==> src/logic/bpps_defines.svh <==
// Constants of the balance pin pulse sequencer: offsets, fields, timing.
// Assumes a 10 MHz system clock and a 32-bit AXI4-Lite register bus.
`ifndef BPPS_DEFINES_SVH
`define BPPS_DEFINES_SVH

// ==========================================================================
// Register byte offsets
`define BPPS_ADDR_CMD 8'h00
`define BPPS_ADDR_STG_A0 8'h04
`define BPPS_ADDR_STG_A1 8'h08
`define BPPS_ADDR_STG_B 8'h0C
`define BPPS_ADDR_DCC 8'h10
`define BPPS_ADDR_STATUS 8'h14
`define BPPS_ADDR_SET_A0 8'h18
`define BPPS_ADDR_SET_A1 8'h1C
`define BPPS_ADDR_SET_B 8'h20

// ==========================================================================
// Command word fields and codes
`define BPPS_CMD_CODE_HI 3
`define BPPS_CMD_CODE_LO 0
`define BPPS_CMD_PEC_OK_BIT 8
`define BPPS_DATA_PEC_OK_BIT 9
`define BPPS_CMD_START 4'h1
`define BPPS_CMD_WR_A 4'h2
`define BPPS_CMD_WR_B 4'h3
`define BPPS_CMD_CLEAR 4'h4
`define BPPS_CMD_MUTE 4'h5
`define BPPS_CMD_UNMUTE 4'h6
`define BPPS_CMD_POLL 4'h7

// ==========================================================================
// Status fields
`define BPPS_ST_BUSY_BIT 0
`define BPPS_ST_MUTE_BIT 1
`define BPPS_ST_POLL_BIT 2

// ==========================================================================
// Sizes and reset values
`define BPPS_NPINS 18
`define BPPS_SET_A_W 48
`define BPPS_SET_B_W 24
`define BPPS_SET_W 72
`define BPPS_SET_RST 72'h0
`define BPPS_RESP_OKAY 2'h0
`define BPPS_RESP_SLVERR 2'h2

// ==========================================================================
// Pulse timing
`define BPPS_CLK_NS 100
`define BPPS_PULSE_PERIOD_NS 155000
`define BPPS_PULSE_WIDTH_NS 77600
`define BPPS_PERIOD_CYC (`BPPS_PULSE_PERIOD_NS / `BPPS_CLK_NS)
`define BPPS_WIDTH_CYC \
  ((`BPPS_PULSE_WIDTH_NS + `BPPS_CLK_NS - 1) / `BPPS_CLK_NS)

`endif

==> src/logic/bpps_pkg.sv <==
// Types shared by the balance pin pulse sequencer.
// Assumes nothing of its surroundings.
package bpps_pkg;

  // ========================================================================
  // Pulse sequencer states
  typedef enum logic {PS_IDLE, PS_RUN} bpps_state_e;

endpackage

==> src/logic/bpps_pulse_timer.sv <==
// Pulse period timer for the balance pin sequencer.
// Assumes the owner raises run for a whole burst and drops it to restart.
`timescale 1ns/100ps
`default_nettype none
`include "bpps_defines.svh"

module bpps_pulse_timer (
  // Clock and reset
  input wire logic sys_clk,
  input wire logic rstn,
  // Control
  input wire logic run,
  // Timing outputs
  output logic pulse_hi,
  output logic period_end
);

  logic [10:0] phase_r;

  // ========================================================================
  // Phase counter, held at zero while idle
  always_ff @(posedge sys_clk)
  begin
    if (!rstn || !run)
    begin
      phase_r <= 11'h000;
    end
    else if (phase_r == 11'(`BPPS_PERIOD_CYC - 1))
    begin
      phase_r <= 11'h000;
    end
    else
    begin
      phase_r <= phase_r + 11'h001;
    end
  end

  // Registered high phase and end-of-period strobe
  always_ff @(posedge sys_clk)
  begin
    if (!rstn)
    begin
      pulse_hi <= 1'b0;
      period_end <= 1'b0;
    end
    else
    begin
      pulse_hi <= run && (phase_r < 11'(`BPPS_WIDTH_CYC));
      period_end <= run && (phase_r == 11'(`BPPS_PERIOD_CYC - 1));
    end
  end

endmodule
`default_nettype wire

==> src/logic/bpps_top.sv <==
// Balance pin pulse sequencer: 18 pin settings, bursts, mute, poll.
// Assumes an AXI4-Lite master issuing commands with their check results.
//
// Operation
// - Each of 18 pins holds 4-bit setting: high, low, or 1-7 pulses.
// - Pulses repeat every 155 us, a rate of 6.45 kHz.
// - Each pulse stays high for 77.6 us.
// - Pulsing starts only after a start command whose check code matches.
// - Serial data out stays low until all pulse bursts are finished.
// - While pulsing, start and both settings writes are discarded.
// - The poll command reports whether pulsing has completed.
// - Good command but bad data check on settings write clears settings.
// - A set discharge bit forces its pin low over any setting.
// - Clear command zeroes settings and stops the pulsing machine.
// - Mute disables all pins, unmute re-enables; no data, no changes.
// - Muted state is readable as a read-only status bit.
// - Mute and unmute reach the pins two clocks after the command, far under 100 us.
//
// Added by the designer: register access over AXI4-Lite and the placing of the registers.
`timescale 1ns/100ps
`default_nettype none
`include "bpps_defines.svh"

module bpps_top (
  // Clock and reset
  input wire logic sys_clk,
  input wire logic rstn,
  // AXI4-Lite write address and data
  input wire logic [7:0] s_axi_awaddr,
  input wire logic s_axi_awvalid,
  output logic s_axi_awready,
  input wire logic [31:0] s_axi_wdata,
  input wire logic [3:0] s_axi_wstrb,
  input wire logic s_axi_wvalid,
  output logic s_axi_wready,
  // AXI4-Lite write response
  output logic [1:0] s_axi_bresp,
  output logic s_axi_bvalid,
  input wire logic s_axi_bready,
  // AXI4-Lite read
  input wire logic [7:0] s_axi_araddr,
  input wire logic s_axi_arvalid,
  output logic s_axi_arready,
  output logic [31:0] s_axi_rdata,
  output logic [1:0] s_axi_rresp,
  output logic s_axi_rvalid,
  input wire logic s_axi_rready,
  // Balance pins and poll data out
  output logic [17:0] bal_pin,
  output logic poll_sdo
);

  // ========================================================================
  // Declarations
  bpps_pkg::bpps_state_e state_r;
  logic [`BPPS_SET_W-1:0] set_r;
  logic [31:0] stg_a0_r;
  logic [15:0] stg_a1_r;
  logic [23:0] stg_b_r;
  logic [17:0] dcc_r;
  logic [2:0] rem_r [0:17];
  logic muted_r;
  logic poll_res_r;
  logic aw_got_r, w_got_r;
  logic [7:0] awaddr_r;
  logic [31:0] wdata_r;
  logic [3:0] wstrb_r;
  logic [10:0] hi_len_r;
  logic [10:0] per_len_r;
  logic aw_hs, w_hs, ar_hs, do_wr, aw_got_nxt, w_got_nxt, bvalid_nxt;
  logic cmd_wr, cmd_ok, data_ok, busy, any_left;
  logic [3:0] cmd_code;
  logic tmr_hi, tmr_end;

  // ========================================================================
  // Helper functions
  // Burst length of a setting; codes with the top bit set never pulse
  function automatic logic [2:0] pulse_cnt(input logic [3:0] nib);
    pulse_cnt = nib[3] ? 3'h0 : nib[2:0];
  endfunction

  // Idle level of a pin when not pulsing
  function automatic logic static_lvl(input logic [3:0] nib);
    static_lvl = (nib == 4'h0);
  endfunction

  // Setting nibble of one pin
  function automatic logic [3:0] pin_nib(input logic [71:0] s,
                                         input int idx);
    pin_nib = s[idx*4 +: 4];
  endfunction

  // ========================================================================
  // Bus handshakes
  assign aw_hs = s_axi_awvalid && s_axi_awready;
  assign w_hs = s_axi_wvalid && s_axi_wready;
  assign ar_hs = s_axi_arvalid && s_axi_arready;
  assign do_wr = aw_got_r && w_got_r && !s_axi_bvalid;

  // Next values of the write channel flags
  always_comb
  begin
    aw_got_nxt = (aw_got_r || aw_hs) && !do_wr;
    w_got_nxt = (w_got_r || w_hs) && !do_wr;
    bvalid_nxt = do_wr || (s_axi_bvalid && !s_axi_bready);
  end

  // Write address and data capture, in either order
  always_ff @(posedge sys_clk)
  begin
    if (!rstn)
    begin
      aw_got_r <= 1'b0;
      w_got_r <= 1'b0;
      awaddr_r <= 8'h00;
      wdata_r <= 32'h0000_0000;
      wstrb_r <= 4'h0;
      s_axi_awready <= 1'b0;
      s_axi_wready <= 1'b0;
    end
    else
    begin
      aw_got_r <= aw_got_nxt;
      w_got_r <= w_got_nxt;
      if (aw_hs)
      begin
        awaddr_r <= s_axi_awaddr;
      end
      if (w_hs)
      begin
        wdata_r <= s_axi_wdata;
        wstrb_r <= s_axi_wstrb;
      end
      s_axi_awready <= !aw_got_nxt && !bvalid_nxt;
      s_axi_wready <= !w_got_nxt && !bvalid_nxt;
    end
  end

  // Write response; unmapped offsets answer with an error
  always_ff @(posedge sys_clk)
  begin
    if (!rstn)
    begin
      s_axi_bvalid <= 1'b0;
      s_axi_bresp <= `BPPS_RESP_OKAY;
    end
    else
    begin
      s_axi_bvalid <= bvalid_nxt;
      if (do_wr)
      begin
        case (awaddr_r)
          `BPPS_ADDR_CMD, `BPPS_ADDR_STG_A0, `BPPS_ADDR_STG_A1,
          `BPPS_ADDR_STG_B, `BPPS_ADDR_DCC:
            s_axi_bresp <= `BPPS_RESP_OKAY;
          default:
            s_axi_bresp <= `BPPS_RESP_SLVERR;
        endcase
      end
    end
  end

  // Staging words and discharge bits
  always_ff @(posedge sys_clk)
  begin
    if (!rstn)
    begin
      stg_a0_r <= 32'h0000_0000;
      stg_a1_r <= 16'h0000;
      stg_b_r <= 24'h00_0000;
      dcc_r <= 18'h0_0000;
    end
    else if (do_wr && (&wstrb_r))
    begin
      case (awaddr_r)
        `BPPS_ADDR_STG_A0: stg_a0_r <= wdata_r;
        `BPPS_ADDR_STG_A1: stg_a1_r <= wdata_r[15:0];
        `BPPS_ADDR_STG_B: stg_b_r <= wdata_r[23:0];
        `BPPS_ADDR_DCC: dcc_r <= wdata_r[17:0];
        default: stg_b_r <= stg_b_r;
      endcase
    end
  end

  // ========================================================================
  // Command decode
  assign cmd_wr = do_wr && (awaddr_r == `BPPS_ADDR_CMD);
  assign cmd_code = wdata_r[`BPPS_CMD_CODE_HI:`BPPS_CMD_CODE_LO];
  assign cmd_ok = cmd_wr && wdata_r[`BPPS_CMD_PEC_OK_BIT];
  assign data_ok = wdata_r[`BPPS_DATA_PEC_OK_BIT];
  assign busy = (state_r == bpps_pkg::PS_RUN);

  // Pin settings store
  always_ff @(posedge sys_clk)
  begin
    if (!rstn)
    begin
      set_r <= `BPPS_SET_RST;
    end
    else if (cmd_ok && cmd_code == `BPPS_CMD_CLEAR)
    begin
      set_r <= `BPPS_SET_RST;
    end
    else if (cmd_ok && !busy &&
             (cmd_code == `BPPS_CMD_WR_A || cmd_code == `BPPS_CMD_WR_B))
    begin
      if (!data_ok)
      begin
        set_r <= `BPPS_SET_RST;
      end
      else if (cmd_code == `BPPS_CMD_WR_A)
      begin
        set_r[`BPPS_SET_A_W-1:0] <= {stg_a1_r, stg_a0_r};
      end
      else
      begin
        set_r[`BPPS_SET_W-1:`BPPS_SET_A_W] <= stg_b_r;
      end
    end
  end

  // ========================================================================
  // Pulse sequencer
  always_comb
  begin
    any_left = 1'b0;
    for (int i = 0; i < `BPPS_NPINS; i++)
    begin
      if (rem_r[i] > 3'h1 || (rem_r[i] == 3'h1 && !tmr_end))
      begin
        any_left = 1'b1;
      end
    end
  end

  // Burst state: start, run, release
  always_ff @(posedge sys_clk)
  begin
    if (!rstn)
    begin
      state_r <= bpps_pkg::PS_IDLE;
    end
    else
    begin
      case (state_r)
        bpps_pkg::PS_IDLE:
          if (cmd_ok && cmd_code == `BPPS_CMD_START)
          begin
            state_r <= bpps_pkg::PS_RUN;
          end
        bpps_pkg::PS_RUN:
          if ((cmd_ok && cmd_code == `BPPS_CMD_CLEAR) || !any_left)
          begin
            state_r <= bpps_pkg::PS_IDLE;
          end
        default:
          state_r <= bpps_pkg::PS_IDLE;
      endcase
    end
  end

  // Remaining pulses per pin
  always_ff @(posedge sys_clk)
  begin
    for (int i = 0; i < `BPPS_NPINS; i++)
    begin
      if (!rstn || (cmd_ok && cmd_code == `BPPS_CMD_CLEAR))
      begin
        rem_r[i] <= 3'h0;
      end
      else if (!busy && cmd_ok && cmd_code == `BPPS_CMD_START)
      begin
        rem_r[i] <= pulse_cnt(pin_nib(set_r, i));
      end
      else if (busy && tmr_end && rem_r[i] != 3'h0)
      begin
        rem_r[i] <= rem_r[i] - 3'h1;
      end
    end
  end

  bpps_pulse_timer u_timer (
    .sys_clk(sys_clk),
    .rstn(rstn),
    .run(busy),
    .pulse_hi(tmr_hi),
    .period_end(tmr_end)
  );

  // Pin drivers
  always_ff @(posedge sys_clk)
  begin
    for (int i = 0; i < `BPPS_NPINS; i++)
    begin
      if (!rstn)
      begin
        bal_pin[i] <= 1'b0;
      end
      else if (muted_r || dcc_r[i])
      begin
        bal_pin[i] <= 1'b0;
      end
      else if (busy && rem_r[i] != 3'h0)
      begin
        bal_pin[i] <= tmr_hi;
      end
      else
      begin
        bal_pin[i] <= static_lvl(pin_nib(set_r, i));
      end
    end
  end

  // Mute flag, poll result and serial data out
  always_ff @(posedge sys_clk)
  begin
    if (!rstn)
    begin
      muted_r <= 1'b0;
      poll_res_r <= 1'b0;
      poll_sdo <= 1'b1;
    end
    else
    begin
      if (cmd_ok && cmd_code == `BPPS_CMD_MUTE)
      begin
        muted_r <= 1'b1;
      end
      else if (cmd_ok && cmd_code == `BPPS_CMD_UNMUTE)
      begin
        muted_r <= 1'b0;
      end
      if (cmd_ok && cmd_code == `BPPS_CMD_POLL)
      begin
        poll_res_r <= !busy;
      end
      poll_sdo <= !busy;
    end
  end

  // ========================================================================
  // Read channel
  always_ff @(posedge sys_clk)
  begin
    if (!rstn)
    begin
      s_axi_arready <= 1'b0;
      s_axi_rvalid <= 1'b0;
      s_axi_rdata <= 32'h0000_0000;
      s_axi_rresp <= `BPPS_RESP_OKAY;
    end
    else
    begin
      s_axi_arready <= !(ar_hs || (s_axi_rvalid && !s_axi_rready));
      if (ar_hs)
      begin
        s_axi_rvalid <= 1'b1;
        s_axi_rresp <= `BPPS_RESP_OKAY;
        case (s_axi_araddr)
          `BPPS_ADDR_STG_A0: s_axi_rdata <= stg_a0_r;
          `BPPS_ADDR_STG_A1: s_axi_rdata <= {16'h0000, stg_a1_r};
          `BPPS_ADDR_STG_B: s_axi_rdata <= {8'h00, stg_b_r};
          `BPPS_ADDR_DCC: s_axi_rdata <= {14'h0000, dcc_r};
          `BPPS_ADDR_STATUS: s_axi_rdata <= {29'h0000_0000, poll_res_r,
                                             muted_r, busy};
          `BPPS_ADDR_SET_A0: s_axi_rdata <= set_r[31:0];
          `BPPS_ADDR_SET_A1: s_axi_rdata <= {16'h0000, set_r[47:32]};
          `BPPS_ADDR_SET_B: s_axi_rdata <= {8'h00, set_r[71:48]};
          `BPPS_ADDR_CMD: s_axi_rdata <= 32'h0000_0000;
          default:
          begin
            s_axi_rdata <= 32'h0000_0000;
            s_axi_rresp <= `BPPS_RESP_SLVERR;
          end
        endcase
      end
      else if (s_axi_rready)
      begin
        s_axi_rvalid <= 1'b0;
      end
    end
  end

  // ========================================================================
  // Checks
  // High-phase length counter for the width check
  always_ff @(posedge sys_clk)
  begin
    if (!rstn || !tmr_hi)
    begin
      hi_len_r <= 11'h000;
    end
    else
    begin
      hi_len_r <= hi_len_r + 11'h001;
    end
  end

  // Period length counter for the rate check
  always_ff @(posedge sys_clk)
  begin
    if (!rstn || !busy)
    begin
      per_len_r <= 11'h000;
    end
    else if (tmr_end)
    begin
      per_len_r <= 11'h001;
    end
    else
    begin
      per_len_r <= per_len_r + 11'h001;
    end
  end
endmodule
`default_nettype wire

==> config.mk <==
export PLATFORM = sky130hd
export DESIGN_NAME = bpps_top
export DESIGN_NICKNAME = d
export VERILOG_FILES = /design/src/logic/bpps_pkg.sv /design/src/logic/bpps_pulse_timer.sv /design/src/logic/bpps_top.sv
export VERILOG_INCLUDE_DIRS = /design/src /design/src/logic
export SDC_FILE = /design/constraint.sdc
export NUM_CORES = 1
export LEC_CHECK = 0
export BUFFER_PORTS_ARGS = -buffer_cell sky130_fd_sc_hd__clkbuf_2
export CORE_ASPECT_RATIO = 0.8
export CORE_MARGIN = 3
export CORE_UTILIZATION = 43
export DETAILED_ROUTE_END_ITERATION = 8
export PLACE_DENSITY_LB_ADDON = 0.08
export SYNTH_ARGS = -nofsm -noshare
export SYNTH_HDL_FRONTEND = slang
export SYNTH_SLANG_ARGS = --single-unit
==> constraint.sdc <==
create_clock -name sys_clk -period 2.4 [get_ports sys_clk]
set_input_delay 0.36 -clock sys_clk [delete_from_list [all_inputs] [get_ports sys_clk]]
set_output_delay 0.36 -clock sys_clk [all_outputs]
set_load 0.005 [all_outputs]
==> key figures, run 1 <==
Detailed routing
  • Drt pass-1 iters: 5
  • Drt initial violations: 1365
  • Drt total wl: 47.7 mm
  • Routed Antenna Nets: 0
  • Vias/cell: 5.71
  • Vias: 12900
  • DRC: 0
  • WL per Instance: 21.2 um

Pwr
  • Switching share of power: 0.226
  • Gate power share: 0.053
  • PwrDens: 723 nW/um^2
  • Peak VDD IR: 0.660 mV
  • NetSw: 2.84 mW
  • Power share of the sequential group: 0.468
  • Total power draw: 12.6 mW
  • Cell Int Power: 9.75 mW
  • Static leakage: 6.84 nW
  • Clk pwr share: 0.479

Status
  • Outcome: complete, no violations

Synth
  • Yosys top cell by area: dfxtp_1
  • Async set-reset flop share out of synthesis: 0
  • Post-synth EDFFs: 54
  • Most instantiated library cell after synthesis: dfxtp_1
  • Netlist Area Pre-Place: 14800 sq um
  • Main area contributors after synthesis: dfxtp_1 38%, edfxtp_1 11%, nand2_1 6.4%, nor2_1 5.1%, a21oi_1 5.0%
  • Cells after Synth: 1687
  • Commonest cells in the netlist: 282 x dfxtp_1, 252 x nand2_1, 202 x nor2_1, 147 x a21oi_1, 98 x o21ai_0
  • XOR/XNOR Fraction of Synth Area: 0.0154
  • Post-synth cell types: 51
  • Yosys reg bits: 336
  • YS warnings: 0
  • Post-synth top area share: 0.382
  • Sequential share of the synthesized area: 0.491
  • Synth Flop Type: dfxtp_1
  • Synth Area in Compound Gates: 0.182
  • Mux contribution to synthesized area: 0.0287
  • Post-synthesis simple-gate area fraction: 0.195
  • Avg Cell Area, Syn: 8.76 sq um
  • Synth Area in Adders: 0.0474
  • Combinational family with the most area after synthesis: simple AND/OR/NAND/NOR gates

Worst setup path
  • Crit path DAT: 2.75 ns
  • Kind of end point of the critical path: flop
  • Required time of the critical path: 2.87 ns
  • Critical Path Start Type: flop
  • Crit Path Class: reg2reg
  • Register-to-register setup slack: 0.12 ns
  • CP max FO: 48

Placement
  • Detailed Place HPWL: 35.5 mm
  • Routability congestion estimate from global placement: 0.907
  • Port Buf Inserts: 116
  • DP Worst Slack: 0.0315 ns

Clock tree
  • Clock sink count: 336
  • CTS Buffer Depth: 3
  • Htree depth: 2
  • CTS clk-pin slew, worst paths: 0.06 ns
  • Clock root buffer master: clkbuf_16
  • CTS tree: done
  • Clock insertion delay at the later pin of the skew report: 0.53 ns
  • Cts bufs inserted: 37
  • CTS Hold Bufs: 0

Floorplanning
  • Initial core utilization: 0.438
  • Die height: 172 um
  • Row cnt: 60
  • Core ar.: 33800 sq um
  • IO Count: 119
  • DIE WIDTH: 213 um
  • Die area: 36700 sq um

Global routing
  • Initial antenna violation count: 0
  • Total global-route track usage: 0.255
  • First-pass GRT wire length: 71.4 mm
  • Grt total ovfl: 0
  • Vias in the first global route: 11600
  • Largest net degree at the start of global routing: 65

Min path
  • Hold WC Path Type: in2reg

Layout
  • FILL cells: 3241
  • Nets@finish: 1908
  • Area Growth Syn to Fin: 17.7%
  • Fraction of layout cells with a size suffix above 1: 0.139

STA
  • Final TNS setup: 0 ns
  • Setup ws final: 0.122 ns
  • RSZ-0062 raised after global routing: no
  • Final setup viols: 0
  • Max Clock Skew: 0.0120 ns
  • Fmax achieved: 439 MHz
  • Final slew viol count: 0
  • Worst Max-Slew Pin Slew: 1.04 ns
  • Crit path time final: 2.28 ns
  • Slew HR: 0.303
  • Hold Vio Cnt, Final: 0
  • Final period utilization: 0.949

Job
  • Max Cap Violations: 0
power by group through the flow:
| stage | logic [mW] | clock network, mW | registers [mW] |
|---|---|---|---|
| 2_1_floorplan | 0.389 | 0 | 5.99 |
| 3_3_place_gp | 0.653 | 0 | 6.02 |
| 3_5_place_dp | 0.659 | 0 | 6.02 |
| 4_1_cts | 0.662 | 6.13 | 5.89 |
| 5_1_grt | 0.732 | 6.35 | 5.91 |
| 6_report | 0.666 | 6.02 | 5.90 |
routing by layer:
metal  up-vias  wire length, um  share of wire  track usage
met2       574            18500           0.39        0.340
met1      6045            24000           0.50        0.416
met5         -                0              0            0
met3        77             4340          0.091       0.0497
met4         0              903          0.019       0.0569
li1       6179                -              -            -
critical path, cell delays in order (launching register included):
cell     delay [ns]
dfxtp_1        0.31
or4_1          0.62
buf_4          0.19
nor3_1         0.19
nand2_1        0.15
nor3_2         0.27
buf_12         0.29
a22o_1         0.17
logic make-up after synthesis:
kind of cell | Yosys count
DFF | 336
adders and majority gates | 56
and+or+nand+nor | 648
buffers and inverters | 148
AOI/OAI and AO/OA | 430
muxes | 42
other | 1
xor gates and xnor gates | 26
cells in the final DEF (no fill, tap or decap), types with 3 or more instances in the layout:
cell and instances:
a22oi_1 44, a221oi_1 11, nand3b_1 3, ha_1 56
o22ai_1 24, nand2_1 252, or4_1 21, a31oi_1 17
mux2i_1 39, clkinv_2 5, a21oi_1 144, xor2_1 5
and2_1 5, a211oi_1 3, nor2b_1 6, and3_1 7
dfxtp_1 282, nand4_1 3, nand3_1 71, clkbuf_8 7
inv_1 39, mux2_2 3, or3_1 3, nor3_1 29
clkbuf_2 115, xnor2_1 21, nor3_2 4, buf_12 13
o21ai_0 98, a22o_1 79, edfxtp_1 54, clkbuf_1 6
nand2b_1 21, clkbuf_16 40, buf_4 46, nor2_1 202
bufinv_16 4, nor4_1 12
area by class of cell:
| class | instances | area [sq um] | share of cell area |
|---|---|---|---|
| Timing Repair Buffer | 174 | 1180 | 0.0679 |
| Clock inverter | 13 | 184 | 0.0106 |
| Antenna cell | 1 | 2.50 | 0.000144 |
| Clock buffer | 53 | 1120 | 0.0643 |
| Multi-Input combinational cell | 1204 | 6960 | 0.400 |
| Inverter | 40 | 150 | 0.00863 |
| Tap cell | 434 | 543 | 0.0312 |
| Sequential cell | 336 | 7270 | 0.418 |
final timing paths:
kind	depth (start not counted)	end	startpoint
worst max-delay path	7	set_r[29]	awaddr_r[0]
worst min register to register	2	s_axi_rdata[6]	s_axi_rdata[6]
worst min-delay path	3	wstrb_r[2]	s_axi_wstrb[2]
worst max register to register	7	set_r[29]	awaddr_r[0]
flip-flops by register name (all words and copies together) (netlist names), 4 cells and up:
register         count
dcc_r               18
s_axi_rdata         32
stg_a1_r            16
set_r               72
wstrb_r              4
stg_a0_r            32
bal_pin             18
rem_r               54
wdata_r             32
awaddr_r             8
u_timer.phase_r     11
stg_b_r             24
metrics by stage:
stage	cells	hold slack (ns)	util	instance area (sq um)
2_1_floorplan	1688	0.422	-	14800
3_3_place_gp	2188	0.431	0.476	16100
3_5_place_dp	2188	0.436	0.476	16100
4_1_cts	2254	0.0287	0.515	17400
5_1_grt	2254	0.0445	0.515	17400
6_report	2255	0.0451	0.515	17400
what timing repair did:
item	4_1_cts	5_1_grt
gates resized for setup	0	1
endpoints found under the setup margin	0	2
setup buffers	0	0
(Power assumes the default switching activity.)
==> inputs of run 2 (changes only) <==
--- a/config.mk
+++ b/config.mk
@@ -8,10 +8,10 @@
 export LEC_CHECK = 0
 export BUFFER_PORTS_ARGS = -buffer_cell sky130_fd_sc_hd__clkbuf_2
 export CORE_ASPECT_RATIO = 0.8
-export CORE_MARGIN = 3
 export CORE_UTILIZATION = 43
 export DETAILED_ROUTE_END_ITERATION = 8
 export PLACE_DENSITY_LB_ADDON = 0.08
+export SETUP_SLACK_MARGIN = 0.2
 export SYNTH_ARGS = -nofsm -noshare
 export SYNTH_HDL_FRONTEND = slang
 export SYNTH_SLANG_ARGS = --single-unit
==> key figures, run 2 (synthesized netlist as in run 1, its figures left out) <==
Worst setup path
  • Crit path DAT: 2.62 ns
  • Slowest CP cell: or4_4
  • Kind of end point of the critical path: flop
  • CP max FO: 24
  • R2R cell count: 6
  • Reg2reg end: set_r[22]
  • Register-to-register setup slack: 0.19 ns
  • Critical R2R Launch: awaddr_r[3]
  • CP peak stage delay: 0.58 ns
  • CP Cell Sequence: or4_4 -> nor4_4 -> and3_4 -> a21oi_4 -> buf_12 -> a22o_1
  • Required time of the critical path: 2.81 ns
  • Critical Path Start Type: flop
  • Crit Path Class: reg2reg

Placement
  • Routability congestion estimate from global placement: 0.937
  • Port Buf Inserts: 116
  • Cell total after placement: 2179
  • Detailed Place HPWL: 34.6 mm
  • DP Worst Slack: 0.0737 ns

STA
  • Slew HR: 0.471
  • Final period utilization: 0.921
  • Hold WS: 0.0418 ns
  • Max Clock Skew: 0.0158 ns
  • Crit path time final: 2.21 ns
  • Final setup viols: 0
  • Setup ws final: 0.190 ns
  • Fmax achieved: 453 MHz
  • Hold Vio Cnt, Final: 0
  • Final slew viol count: 0
  • RSZ-0062 raised after global routing: yes
  • Worst Max-Slew Pin Slew: 0.792 ns
  • Final TNS setup: 0 ns

Layout
  • Top reg by flops: set_r
  • Fraction of layout cells with a size suffix above 1: 0.148
  • Commonest non-fill, non-tap cells in the layout: 281 x dfxtp_1, 252 x nand2_1, 186 x nor2_1
  • Most common cell after layout, fill and taps aside: dfxtp_1
  • Antenna Cells: 0
  • Reg area: 7270 sq um
  • Biggest regs: set_r: 72 flops, rem_r: 54 flops
  • Fin cells: 2249
  • Max FFs per register: 72
  • Final Core Density: 0.515
  • Area Growth Syn to Fin: 17.4%
  • Multi-input combinational cell area: 7060 sq um
  • FILL cells: 3219
  • Nets@finish: 1903

Pwr
  • Cell Int Power: 9.37 mW
  • Peak VDD IR: 0.400 mV
  • Gate power share: 0.055
  • Static leakage: 6.75 nW
  • Clk pwr share: 0.460
  • PwrDens: 701 nW/um^2
  • NetSw: 2.79 mW
  • Switching share of power: 0.230
  • Power share of the sequential group: 0.485

Clock tree
  • CTS Buffer Depth: 3
  • CTS tree: done
  • Clock root buffer master: clkbuf_16
  • Clock insertion delay at the later pin of the skew report: 0.53 ns
  • Cts bufs inserted: 36
  • Clock sink count: 336
  • Htree depth: 2
  • CTS clk-pin slew, worst paths: 0.06 ns

Status
  • Outcome: complete, no violations

Floorplanning
  • Die height: 168 um
  • DIE WIDTH: 209 um
  • Die area: 35100 sq um
  • IO Count: 119
  • Core ar.: 33700 sq um
  • Row cnt: 60
  • Initial core utilization: 0.439

Min path
  • Hold path cells: 3
  • End of the worst hold path: wdata_r[11]
  • Hold path start: s_axi_wdata[11]
  • Hold WC Path Type: in2reg

Detailed routing
  • Drt pass-1 iters: 6
  • Vias/cell: 5.73
  • WL per Instance: 21.4 um
  • Drt total wl: 48.0 mm
  • Vias: 12900
  • Drt initial violations: 1356
  • DRC: 0
  • Routed Antenna Nets: 0

Global routing
  • Initial antenna violation count: 0
  • Total global-route track usage: 0.269
  • Vias in the first global route: 11700
  • Grt total ovfl: 0
  • Largest net degree at the start of global routing: 87
  • First-pass GRT wire length: 72.1 mm

Job
  • Max Cap Violations: 0
[run 2: metrics by stage]
stage                     area, sq um  total power, mW
after global placement          16000             6.66
after floorplan                 14800             6.39
after global routing            17400             12.6
after CTS                       17200             12.2
after detailed placement        16000             6.66
final                           17400             12.2
[run 2: area by class of cell]
type	count	share of cell area
clock inverter	8	0.00591
multi-input combinational	1204	0.407
timing repair buffer	170	0.0660
sequential	336	0.419
inverter	40	0.00865
tap	434	0.0313
clock buffer	57	0.0623
[run 2: power by group through the flow]
stage                     sequential [mW]  combinational [mW]  clock, mW
after floorplan                      5.99               0.396          0
after CTS                            5.90               0.654       5.69
final                                5.90               0.673       5.60
after detailed placement             6.02               0.642          0
after global routing                 5.91               0.738       5.92
after global placement               6.02               0.641          0
[run 2: worst max-delay path by stage]
stage,cells after the start,slack (ns),startpoint,endpoint
after global placement,7,0.13,awaddr_r[3],set_r[28]
after detailed placement,7,0.07,awaddr_r[3],rem_r[8][2]
after floorplan,9,0.21,awaddr_r[3],set_r[14]
after CTS,7,0.19,awaddr_r[7],rem_r[8][5]
final,6,0.19,awaddr_r[3],set_r[22]
after global routing,7,0.12,awaddr_r[3],rem_r[8][2]
[run 2: critical path, delay by kind of cell, from the launching register on]
| family | cells | cell delay (ns) |
|---|---|---|
| and+or+nand+nor | 3 | 1.22 |
| AOI/OAI and AO/OA | 2 | 0.35 |
| DFF | 1 | 0.32 |
| buffers and inverters | 1 | 0.19 |
[run 2: repair_timing]
action / CTS / global route
pin swaps: 1 / 17
gates cloned: 0 / 3
hold buffers: 0 / 0
gates resized for setup: 12 / 21
setup buffers: 2 / 0
setup endpoints to repair: 195 / 274
[run 2: metal layers]
layer | part of all wire | routed length (um) | GRT usage | vias to the layer above
met3 | 0.10 | 4780 | 0.0599 | 69
met2 | 0.39 | 18900 | 0.361 | 578
met1 | 0.48 | 23100 | 0.420 | 6081
met4 | 0.025 | 1220 | 0.0818 | 0
li1 | - | - | - | 6156
met5 | 0 | 0 | 0 | -
==> inputs of run 3 (changes only) <==
--- a/config.mk
+++ b/config.mk
@@ -14,4 +14,5 @@
 export SETUP_SLACK_MARGIN = 0.2
 export SYNTH_ARGS = -nofsm -noshare
 export SYNTH_HDL_FRONTEND = slang
+export SYNTH_HIERARCHICAL = 1
 export SYNTH_SLANG_ARGS = --single-unit
==> key figures, run 3 <==
Status
  • Outcome: complete, no violations

Pwr
  • PwrDens: 655 nW/um^2
  • Static leakage: 7.03 nW
  • Peak VDD IR: 0.462 mV

Floorplanning
  • Initial core utilization: 0.441
  • Row cnt: 61
  • Die height: 172 um
  • Core ar.: 35000 sq um
  • Die area: 36700 sq um
  • IO Count: 119
  • DIE WIDTH: 214 um

Synth
  • Synth Flop Type: dfxtp_1
  • Yosys top cell by area: dfxtp_1
  • Sequential share of the synthesized area: 0.471
  • Avg Cell Area, Syn: 8.98 sq um
  • Netlist Area Pre-Place: 15400 sq um
  • Commonest cells in the netlist: 364 x nand2_1, 282 x dfxtp_1, 90 x a21oi_1, 85 x a21boi_0, 76 x clkbuf_1
  • Cells after Synth: 1720
  • Async set-reset flop share out of synthesis: 0
  • Post-synth cell types: 60
  • Yosys reg bits: 336
  • YS warnings: 6
  • Most instantiated library cell after synthesis: nand2_1
  • Post-synth EDFFs: 54
  • Post-synth top area share: 0.366
  • Main area contributors after synthesis: dfxtp_1 37%, edfxtp_1 11%, nand2_1 8.8%, ha_1 4.5%, a21boi_0 4.1%

Detailed routing
  • Drt total wl: 50.7 mm
  • Vias: 13400
  • WL per Instance: 21.5 um
  • Vias/cell: 5.71
  • DRC: 0
  • Routed Antenna Nets: 0
  • Drt pass-1 iters: 8
  • Drt initial violations: 1525

Layout
  • Area Growth Syn to Fin: 20.0%
  • Biggest regs: set_r: 72 flops, rem_r: 54 flops
  • Max FFs per register: 72
  • Most common cell after layout, fill and taps aside: nand2_1
  • FILL cells: 3277
  • Fraction of layout cells with a size suffix above 1: 0.163
  • Antenna Cells: 0
  • Nets@finish: 1971
  • Final Core Density: 0.529
  • Multi-input combinational cell area: 7840 sq um
  • Top reg by flops: set_r
  • Reg area: 7270 sq um
  • Commonest non-fill, non-tap cells in the layout: 349 x nand2_1, 278 x dfxtp_1, 115 x clkbuf_2

Placement
  • Detailed Place HPWL: 35.0 mm
  • Port Buf Inserts: 116
  • DP Worst Slack: 0.132 ns
  • Routability congestion estimate from global placement: 0.893

Worst setup path
  • Crit path DAT: 2.50 ns
  • Slowest CP cell: o41ai_4
  • CP peak stage delay: 0.49 ns
  • Register-to-register setup slack: 0.17 ns
  • CP max FO: 8
  • Critical Path Start Type: flop
  • Crit Path Class: reg2reg
  • CP Cell Sequence: nor4_4 -> nand4b_4 -> o41ai_4 -> buf_6 -> clkbuf_16 -> or3_1 -> o21ai_0
  • Critical R2R Launch: awaddr_r[6]
  • Kind of end point of the critical path: flop
  • R2R cell count: 7
  • Required time of the critical path: 2.67 ns
  • Reg2reg end: rem_r[1][3]

Clock tree
  • CTS clk-pin slew, worst paths: 0.06 ns
  • Cts bufs inserted: 37
  • Htree depth: 2
  • Clock sink count: 336
  • CTS tree: done
  • CTS Hold Bufs: 0
  • Clock root buffer master: clkbuf_16
  • Clock insertion delay at the later pin of the skew report: 0.53 ns
  • CTS Buffer Depth: 3

Global routing
  • First-pass GRT wire length: 75.2 mm
  • Largest net degree at the start of global routing: 79
  • Total global-route track usage: 0.272
  • Vias in the first global route: 12400
  • Initial antenna violation count: 0
  • Grt total ovfl: 0

STA
  • Final TNS setup: 0 ns
  • Slew HR: 0.209
  • Final slew viol count: 0
  • Worst Max-Slew Pin Slew: 1.18 ns
  • Max Clock Skew: 0.0159 ns
  • Final period utilization: 0.927
  • Crit path time final: 2.23 ns
  • Setup ws final: 0.175 ns
  • Hold Vio Cnt, Final: 0
  • Fmax achieved: 449 MHz
  • RSZ-0062 raised after global routing: yes
  • Final setup viols: 0

Min path
  • Hold path start: s_axi_awaddr[7]
  • End of the worst hold path: awaddr_r[7]
  • Hold path cells: 3
  • Hold WC Path Type: in2reg

Job
  • Max Cap Violations: 0
-- run 3: cell types whose count changed after synthesis, moves of 11 or more --
cell      previous run  this run
or3_1                3        53
nand3_1             71         7
nand2b_1            21        70
a22oi_1             44        57
a21oi_1            147        90
o22ai_1             24        12
o21ai_0             98        58
a221oi_1            11         0
a22o_1              79        36
a21boi_0             0        85
nor2b_1              6        42
a222oi_1             0        29
nor2_1             202        67
nand2_1            252       364
-- run 3: metrics by stage --
step | instances | hold slack, ns | total power [mW] | cell area [sq um]
finish | 2355 | 0.0543 | 12.1 | 18500
global route | 2355 | 0.0483 | 12.5 | 18500
detailed placement | 2272 | 0.451 | 6.61 | 16900
global placement | 2272 | 0.443 | 6.60 | 16900
CTS | 2338 | 0.0355 | 12.1 | 18000
floorplan | 1721 | 0.422 | 6.33 | 15500
-- run 3: where the power goes --
part | internal [mW] | switching, mW
logic | 0.284 | 0.390
registers | 5.81 | 0.0949
clock network | 3.20 | 2.35
-- run 3: how the worst max path moves through the flow --
stage                  endpoint  depth (start not counted)         from
global route        rem_r[4][5]                          7  awaddr_r[0]
detailed placement  rem_r[7][0]                          7  awaddr_r[4]
floorplan           rem_r[5][5]                          7  awaddr_r[3]
global placement    rem_r[7][1]                          7  awaddr_r[4]
CTS                 rem_r[7][0]                          6  awaddr_r[1]
finish              rem_r[1][3]                          7  awaddr_r[6]
-- run 3: kinds of logic (layout without fill, tap and decap cells) --
| logic type | count (synthesis) | count (layout) | share of synthesized area |
|---|---|---|---|
| buffers and inverters | 153 | 315 | 0.0403 |
| AOI/OAI and AO/OA | 408 | 408 | 0.182 |
| and+or+nand+nor | 706 | 706 | 0.225 |
| muxes | 40 | 40 | 0.0259 |
| adders and majority gates | 56 | 56 | 0.0454 |
| other | 1 | 2 | 0.000243 |
| xor gates and xnor gates | 20 | 20 | 0.0113 |
| DFF | 336 | 336 | 0.471 |
-- run 3: area by class of cell --
| class | instances | share of cell area |
|---|---|---|
| multi-input cells | 1232 | 0.423 |
| repair buffers | 205 | 0.0814 |
| well taps | 472 | 0.0319 |
| inverters | 44 | 0.00891 |
| clock buffers | 56 | 0.0577 |
| clock inverters | 10 | 0.00473 |
| flip-flops and latches | 336 | 0.393 |
-- run 3: critical path: cells and delay by family (launching register included) --
kind / cells / cell delay [ns]
AND/OR/NAND/NOR: 3 / 0.62
flip-flops: 1 / 0.35
buffers and inverters: 2 / 0.44
AO/OA/AOI/OAI: 2 / 0.56
-- run 3: repair_timing --
item	CTS	global route
setup buffers	0	9
gates cloned	0	8
hold endpoints to repair	0	0
pin swaps	1	29
endpoints found under the setup margin	47	116
gates resized for setup	0	82
-- run 3: layer usage --
metal  wire length (um)  vias to the layer above  global-route usage
met2              21200                      597               0.397
met4               1230                        0              0.0789
met3               4310                       74              0.0385
met5                  0                        -                   0
li1                   -                     6359                   -
met1              24000                     6410               0.411
